===== src/acpf_pkg.sv =====
`default_nettype none
package acpf_pkg;

  // register addresses carried in the command word
  localparam logic [6:0] ADDR_CONV     = 7'h00;
  localparam logic [6:0] ADDR_PWR_DN   = 7'h02;
  localparam logic [6:0] ADDR_FEATURE  = 7'h03;

  // command word layout
  localparam int CMD_BITS      = 16;
  localparam int CMD_ADDR_LSB  = 9;
  localparam int CMD_WR_BIT    = 8;

  // feature register field positions
  localparam int FEAT_DEV_LSB  = 6;
  localparam int FEAT_ALERT    = 4;
  localparam int FEAT_FMT_LSB  = 0;

  // reset values
  localparam logic [7:0] PWR_DN_RST   = 8'h00;
  localparam logic [7:0] FEATURE_RST  = 8'h00;

  // output frame
  localparam int OUT_BITS       = 25;
  localparam int OUT_START_FALL = 16;
  localparam logic [15:0] INVALID_RESULT = 16'hFFFF;

  typedef enum logic [2:0] {
    FMT_RESULT   = 3'h0,
    FMT_CHAN     = 3'h1,
    FMT_CHAN_DEV = 3'h2,
    FMT_FULL     = 3'h3
  } acpf_fmt_t;

  typedef enum logic [1:0] {
    ST_IDLE = 2'b00,
    ST_CMD  = 2'b01,
    ST_DATA = 2'b10
  } acpf_state_t;

  typedef struct packed {
    logic [1:0] chain_id;
    logic       alert_en;
    logic [2:0] fmt;
  } acpf_feature_t;

  typedef struct packed {
    logic cs_n;
    logic sclk;
    logic sdi;
  } acpf_link_t;

endpackage
`default_nettype wire


===== src/acpf_core.sv =====
// Behaviour
// - power-down bit: front-end off, skipped by scan
// - bit clear (reset): powered, scan allowed
// - four-channel: writes to channels 4-7 ignored
// - four-channel: absent bits read as ones
// - feature bits 7-6: chain id, reset 00
// - feature bit 4: alert enable, reset off
// - feature bits 2-0: output format, reset 000
// - output starts at sixteenth sclk falling edge
// - frame bits 24-9: result, msb first
// - format 000: result then low bits
// - formats 001-011: bits 8-5 channel address
// - formats 010,011: bits 4-3 chain id
// - format 011: bits 2-0 range lsbs
// - auto scan steps ascending through allowed channels
// - all channels off: result marked invalid
`timescale 1ns/1ps
`default_nettype none
module acpf_core #(
  parameter int NUM_CH = 8
) (
  // clock and reset
  input  wire logic                  core_clk,
  input  wire logic                  reset,
  // serial link
  input  wire acpf_pkg::acpf_link_t  link,
  output logic                       sdo,
  // conversion core side
  input  wire logic [15:0]           conv_result,
  input  wire logic [7:0][2:0]       range_lsb,
  input  wire logic [7:0]            scan_enable,
  input  wire logic                  auto_scan,
  input  wire logic [2:0]            manual_channel,
  output logic [2:0]                 scan_channel,
  output logic                       conv_start,
  output logic                       data_invalid,
  // configuration outputs
  output logic [7:0]                 front_end_off,
  output acpf_pkg::acpf_feature_t    feature
);

  if (NUM_CH != 4 && NUM_CH != 8) begin : g_bad_num_ch
    $error("acpf_core: NUM_CH must be 4 or 8");
  end

  localparam logic [7:0] PRESENT = 8'((1 << NUM_CH) - 1);

  // link synchronisers
  logic [2:0] link_m_q;
  logic [2:0] link_s_q;
  logic       sclk_p_q;

  always_ff @(posedge core_clk or posedge reset) begin
    if (reset) begin
      link_m_q <= 3'h4;
      link_s_q <= 3'h4;
      sclk_p_q <= 1'b0;
    end else begin
      link_m_q <= link;
      link_s_q <= link_m_q;
      sclk_p_q <= link_s_q[1];
    end
  end

  logic cs_n_s;
  logic sclk_s;
  logic sdi_s;
  logic sclk_rise;
  logic sclk_fall;

  assign cs_n_s    = link_s_q[2];
  assign sclk_s    = link_s_q[1];
  assign sdi_s     = link_s_q[0];
  assign sclk_rise = sclk_s & ~sclk_p_q;
  assign sclk_fall = ~sclk_s & sclk_p_q;

  // frame and register state
  acpf_pkg::acpf_state_t   state_q, state_d;
  logic [4:0]              fall_cnt_q, fall_cnt_d;
  logic [15:0]             cmd_q, cmd_d;
  logic [acpf_pkg::OUT_BITS-1:0] out_q, out_d;
  logic [7:0]              pwr_dn_q, pwr_dn_d;
  acpf_pkg::acpf_feature_t feat_q, feat_d;
  logic [2:0]              chan_q, chan_d;
  logic [2:0]              frame_chan_q, frame_chan_d;
  logic [15:0]             res_q, res_d;
  logic                    start_q, start_d;

  logic [7:0] allow;
  logic       all_off;
  logic       frame_start;
  logic       decode;
  logic [6:0] cmd_addr;
  logic       cmd_wr;
  logic [7:0] cmd_data;
  logic [7:0] rd_val;
  logic [3:0] chan_addr;

  assign allow       = scan_enable & ~pwr_dn_q & PRESENT;
  // all-off detect
  // invalid when all off
  assign all_off     = (pwr_dn_q & PRESENT) == PRESENT;
  assign frame_start = (state_q == acpf_pkg::ST_IDLE) && !cs_n_s;
  assign decode      = (state_q == acpf_pkg::ST_CMD) && sclk_fall
                       && fall_cnt_q == 5'(acpf_pkg::OUT_START_FALL - 1);
  assign cmd_addr    = cmd_q[acpf_pkg::CMD_BITS-1:acpf_pkg::CMD_ADDR_LSB];
  assign cmd_wr      = cmd_q[acpf_pkg::CMD_WR_BIT];
  assign cmd_data    = cmd_q[7:0];
  assign chan_addr   = {1'b0, frame_chan_q};

  // next allowed channel above cur, wrapping; channel 0 if none
  function automatic logic [2:0] next_chan(input logic [2:0] cur, input logic [7:0] ok);
    logic [2:0] r;
    logic       found;
    logic [2:0] idx;
    r     = 3'h0;
    found = 1'b0;
    for (int k = 1; k <= 8; k++) begin
      idx = 3'(int'(cur) + k);
      if (!found && ok[idx]) begin
        r     = idx;
        found = 1'b1;
      end
    end
    return r;
  endfunction

  always_comb begin
    state_d      = state_q;
    fall_cnt_d   = fall_cnt_q;
    cmd_d        = cmd_q;
    out_d        = out_q;
    pwr_dn_d     = pwr_dn_q;
    feat_d       = feat_q;
    chan_d       = chan_q;
    frame_chan_d = frame_chan_q;
    res_d        = res_q;
    start_d      = 1'b0;
    rd_val       = 8'h00;
    unique case (state_q)
      acpf_pkg::ST_IDLE: begin
        out_d = '0;
        if (!cs_n_s) begin
          state_d      = acpf_pkg::ST_CMD;
          fall_cnt_d   = 5'h00;
          start_d      = 1'b1;
          frame_chan_d = chan_q;
          res_d        = all_off ? acpf_pkg::INVALID_RESULT : conv_result;
          if (auto_scan) begin
            chan_d = next_chan(chan_q, allow);
          end else begin
            chan_d = manual_channel;
          end
        end
      end
      acpf_pkg::ST_CMD: begin
        if (cs_n_s) begin
          state_d = acpf_pkg::ST_IDLE;
        end else begin
          if (sclk_rise) begin
            cmd_d = {cmd_q[14:0], sdi_s};
          end
          if (sclk_fall) begin
            fall_cnt_d = fall_cnt_q + 5'h01;
          end
          if (decode) begin
            state_d = acpf_pkg::ST_DATA;
            if (cmd_addr == acpf_pkg::ADDR_PWR_DN) begin
              if (cmd_wr) begin
                pwr_dn_d = cmd_data & PRESENT;
              end
              rd_val = pwr_dn_d | ~PRESENT;
              out_d  = {rd_val, 17'h00000};
            end else if (cmd_addr == acpf_pkg::ADDR_FEATURE) begin
              if (cmd_wr) begin
                feat_d.chain_id = cmd_data[acpf_pkg::FEAT_DEV_LSB +: 2];
                feat_d.alert_en = cmd_data[acpf_pkg::FEAT_ALERT];
                feat_d.fmt      = cmd_data[acpf_pkg::FEAT_FMT_LSB +: 3];
              end
              rd_val = {feat_d.chain_id, 1'b0, feat_d.alert_en, 1'b0, feat_d.fmt};
              out_d  = {rd_val, 17'h00000};
            end else if (cmd_addr == acpf_pkg::ADDR_CONV) begin
              unique case (feat_q.fmt)
                acpf_pkg::FMT_CHAN: out_d = {res_q, chan_addr, 5'h00};
                acpf_pkg::FMT_CHAN_DEV: out_d = {res_q, chan_addr, feat_q.chain_id, 3'h0};
                acpf_pkg::FMT_FULL: out_d = {res_q, chan_addr, feat_q.chain_id,
                                             range_lsb[frame_chan_q]};
                default: out_d = {res_q, 9'h000};
              endcase
            end else begin
              out_d = '0;
            end
          end
        end
      end
      acpf_pkg::ST_DATA: begin
        if (cs_n_s) begin
          state_d = acpf_pkg::ST_IDLE;
          out_d   = '0;
        end else if (sclk_fall) begin
          out_d = {out_q[acpf_pkg::OUT_BITS-2:0], 1'b0};
        end
      end
      default: begin
        state_d = acpf_pkg::ST_IDLE;
      end
    endcase
  end

  always_ff @(posedge core_clk or posedge reset) begin
    if (reset) begin
      state_q      <= acpf_pkg::ST_IDLE;
      fall_cnt_q   <= 5'h00;
      cmd_q        <= 16'h0000;
      out_q        <= '0;
      pwr_dn_q     <= acpf_pkg::PWR_DN_RST;
      feat_q       <= acpf_pkg::acpf_feature_t'({acpf_pkg::FEATURE_RST[7:6],
                                                 acpf_pkg::FEATURE_RST[4],
                                                 acpf_pkg::FEATURE_RST[2:0]});
      chan_q       <= 3'h0;
      frame_chan_q <= 3'h0;
      res_q        <= 16'h0000;
      start_q      <= 1'b0;
    end else begin
      state_q      <= state_d;
      fall_cnt_q   <= fall_cnt_d;
      cmd_q        <= cmd_d;
      out_q        <= out_d;
      pwr_dn_q     <= pwr_dn_d;
      feat_q       <= feat_d;
      chan_q       <= chan_d;
      frame_chan_q <= frame_chan_d;
      res_q        <= res_d;
      start_q      <= start_d;
    end
  end

  assign sdo           = out_q[acpf_pkg::OUT_BITS-1];
  assign front_end_off = pwr_dn_q;
  assign feature       = feat_q;
  assign scan_channel  = chan_q;
  assign conv_start    = start_q;
  assign data_invalid  = all_off;
endmodule
`default_nettype wire


===== config.mk =====
export PLATFORM = sky130hd
export DESIGN_NAME = acpf_core
export DESIGN_NICKNAME = d
export VERILOG_FILES = /design/src/acpf_pkg.sv /design/src/acpf_core.sv
export SDC_FILE = /design/constraint.sdc
export NUM_CORES = 1
export LEC_CHECK = 0
export ABC_AREA = 1
export BUFFER_PORTS_ARGS = -buffer_cell sky130_fd_sc_hd__buf_2
export CAP_MARGIN = 0
export CORE_ASPECT_RATIO = 0.9
export CORE_MARGIN = 1.5
export CORE_UTILIZATION = 40
export CTS_CLUSTER_DIAMETER = 100
export DETAILED_ROUTE_END_ITERATION = 8
export GPL_TIMING_DRIVEN = 0
export PLACE_DENSITY = 0.62
export SLEW_MARGIN = 20
export SYNTH_ARGS = -nofsm -noshare
export SYNTH_HDL_FRONTEND = slang
export SYNTH_SLANG_ARGS = --single-unit

===== constraint.sdc =====
create_clock -name core_clk -period 5.6 [get_ports core_clk]
set_input_delay 0.84 -clock core_clk [delete_from_list [all_inputs] [get_ports core_clk]]
set_output_delay 0.84 -clock core_clk [all_outputs]
set_load 0.05 [all_outputs]

==> summary.txt <==
Run status
  • Status: completed

Cells and area
  • Final Non-Filler Cells: 892
  • Area growth, synth to finish: 18.36%
  • Diode count: 0
  • Footprint of the multi-input gates: 2241 sq um
  • FF+latch area: 2305 sq um
  • Commonest non-fill, non-tap cells in the layout: 113 x nand2_1, 90 x dfrtp_1, 83 x inv_1, 79 x buf_2, 73 x nor2_1
  • Fraction of layout cells with a size suffix above 1: 16.26%
  • Final nets: 792
  • Fill count: 1,208
  • Most common cell after layout, fill and taps aside: nand2_1
  • Utilization after layout: 48.64%

Worst setup path
  • FF-to-FF Start: scan_channel[1]$_DFFE_PP0P_
  • Crit Path Class: register to register
  • CP arrival: 3330 ps
  • CP max FO: 8
  • Crit path launch: scan_channel[1]$_DFFE_PP0P_
  • Startpoint Class: register
  • Crit end category: register
  • Worst Path Required: 5820 ps

Power
  • Standby leakage power: 2.876 nW
  • PD cells: 514.5 nW/um^2
  • VDD IR-drop max: 0.0003987 V

Die
  • Die area: 13,140 sq um
  • Row count: 38
  • Die height: 108.9 um
  • Core area: 12,120 sq um
  • Die span in x: 120.6 um
  • Top Ports: 77
  • Starting Density: 41.09%

Timing
  • Fin. Hold Viols: 0
  • Setup_tns: 0 ps
  • Worst rel slew slack: 45.45%
  • Period minus WS final: 3105 ps
  • FMAX: 322.1 MHz
  • RSZ-0062 raised after global routing: false
  • Max-slew violations: 0
  • Setup violators final: 0
  • Tcrit/Tclk final: 55.45%
  • Clock Skew: 5.674 ps
  • Worst slew pin tran: 811.5 ps

Routing
  • First-pass DRT Iterations: 5
  • DR vias/cell: 5.232
  • Routed WL: 13,460 um
  • Initial DRC Count: 373
  • Vias post-DR: 4,667
  • Met3 wire len: 647 um
  • DR WL/cell: 15.09 um
  • Antenna violation net count after detailed routing: 0
  • Met2 Routed Length: 5938 um
  • DRT met1 WL: 6591 um
  • Top Layer Used: met4
  • # DRC: 0

Clock network
  • Hold-fix buffers, CTS: 0
  • Post-CTS sizing: 0
  • Reg clk slew, reported paths: 60 ps
  • Clock latency on the worst-skew pair: 340 ps
  • # H-tree levels: 3
  • Clk sink count: 92
  • CTS tree: yes
  • Total CTS buffers: 9
  • Clock Path Buffers: 2
  • # Post-CTS Setup Buffers: 0
  • Clock root cell: clkbuf_16

GRT
  • Initial antenna violation count: 0
  • First-pass GRT wire length: 21,970 um
  • Largest net degree at the start of global routing: 59
  • Total congestion overflow: 0
  • Vias in the first global route: 4,437
  • GRT Overall Usage: 21.55%

Flow run
  • Maxcap violations: 0

Synth
  • Top-area cell type share of the netlist area: 45.20%
  • Netlist cell types: 44
  • Mean area per synthesized cell: 7.797 sq um
  • Syn Inst Count: 639
  • Yosys top cell by area: dfrtp_1
  • #FFs+latches synth: 92
  • Synth top area cells: dfrtp_1 45%, nand2_1 8.5%, nand3_1 6.5%
  • Yosys warning count: 0
  • Sequential element share of the synthesized area: 46.26%
  • Syn_nets: 704
  • Mapped Area: 4982 sq um

Place
  • Dpl hpwl: 10,160 um
  • Post-Place Cells: 876
  • Gpl congestion: 0.8659
  • Input/output buffers: 76

Hold path
  • Hold_sp: link_m_q[0]$_DFF_PP0_
  • Hold crit path type: register to register
==> cells in the mapped netlist <==
master and n:
o211ai_2 2, dfrtp_1 90, a21oi_1 35, a32oi_1 1, a31oi_1 1, a211oi_1 1, a221o_1 3, buf_4 2
inv_4 1, inv_2 2, nand2_1 113, nand4_1 6, nand2_2 2, xnor2_1 2, nand3_1 65, a22o_1 3
dfstp_2 2, inv_1 84, nor4_1 4, clkbuf_1 17, o221ai_1 11, nor3_4 2, o32ai_1 3, clkinv_2 1
nor3_1 7, a22oi_1 1, nor2_2 2, a31o_2 1, o21ai_0 62, mux2_2 3, nor4_2 1, buf_2 3
buf_6 1, o2111ai_1 2, xor2_1 1, nor2_1 73, o21ai_1 1, nand2_4 1, nor3b_1 2, clkinv_1 1
and2_1 1, o211ai_1 5, ha_1 8, o22ai_1 10
==> metrics by stage <==
stage               worst slack [ps]  hold slack, ps  area (sq um)  power, mW
global placement                1292           334.5          5563      2.382
floorplan                       2371           331.2          4982      2.016
finish                          2495           352.8          5897      3.034
detailed placement              2548           341.2          5595      2.414
CTS                             2502           355.7          5891      3.040
global route                    2179           363.6          5897      3.309
==> power breakdown <==
group	switching, mW	internal (mW)
Combinational	1.04	0.453
Clock	0.252	0.358
Sequential	0.104	0.828
Total	1.39	1.64
==> metal layers <==
| metal | up-vias | track usage, % |
|---|---|---|
| met5 | - | 0 |
| met4 | 0 | 7.479 |
| met3 | 16 | 4.916 |
| met2 | 117 | 33.04 |
| met1 | 2218 | 30.13 |
| li1 | 2316 | - |
==> critical path, cell delays in order, from the launching register on <==
cell      delay [ps]
dfrtp_1          360
buf_2            180
clkinv_1         260
ha_1             370
clkbuf_1         290
inv_1            180
nand3_1          120
nand2_1           80
o21ai_0          380
inv_1            160
nand4_1          160
nand3_1          160
o21ai_0          190
nand2_1           90
==> state kept, by name (all words and copies together) (netlist names), 2 cells and up <==
name	count
state_q	2
cmd_q	16
feature	6
frame_chan_q	3
link_m_q	3
scan_channel	3
front_end_off	8
res_q	16
link_s_q	3
fall_cnt_q	5
out_q	25
==> layout make-up <==
| type | count | share of cell area (%) |
|---|---|---|
| well taps | 160 | 3.395 |
| flip-flops and latches | 92 | 39.08 |
| inverters | 89 | 5.814 |
| clock buffers | 12 | 4.180 |
| plain buffers | 23 | 1.782 |
| multi-input cells | 435 | 38.00 |
| repair buffers | 77 | 6.917 |
| clock inverters | 4 | 0.8275 |
==> final timing paths <==
check / end / slack (ps) / cells after the start
max: scan_channel[0]$_DFFE_PP0P_ / 2490 / 13
min: link_s_q[0]$_DFF_PP0_ / 350 / 0
max reg2reg: scan_channel[0]$_DFFE_PP0P_ / 2490 / 13
min reg2reg: link_s_q[0]$_DFF_PP0_ / 350 / 0
max in group asynchronous: link_s_q[2]$_DFF_PP1_ / 4490 / 3
min in group asynchronous: cmd_q[3]$_DFFE_PP0P_ / 480 / 2
==> cell families after synthesis <==
| kind of cell | after synthesis | synth area share (%) |
|---|---|---|
| XOR/XNOR | 3 | 0.5275 |
| AO/OA/AOI/OAI | 142 | 17.08 |
| AND/OR/NAND/NOR | 279 | 24.56 |
| adder cells (fa/ha/maj) | 8 | 2.009 |
| flip-flops | 92 | 46.26 |
| buffers and inverters | 112 | 8.890 |
| multiplexers | 3 | 0.6780 |
(Power assumes the default switching activity.)
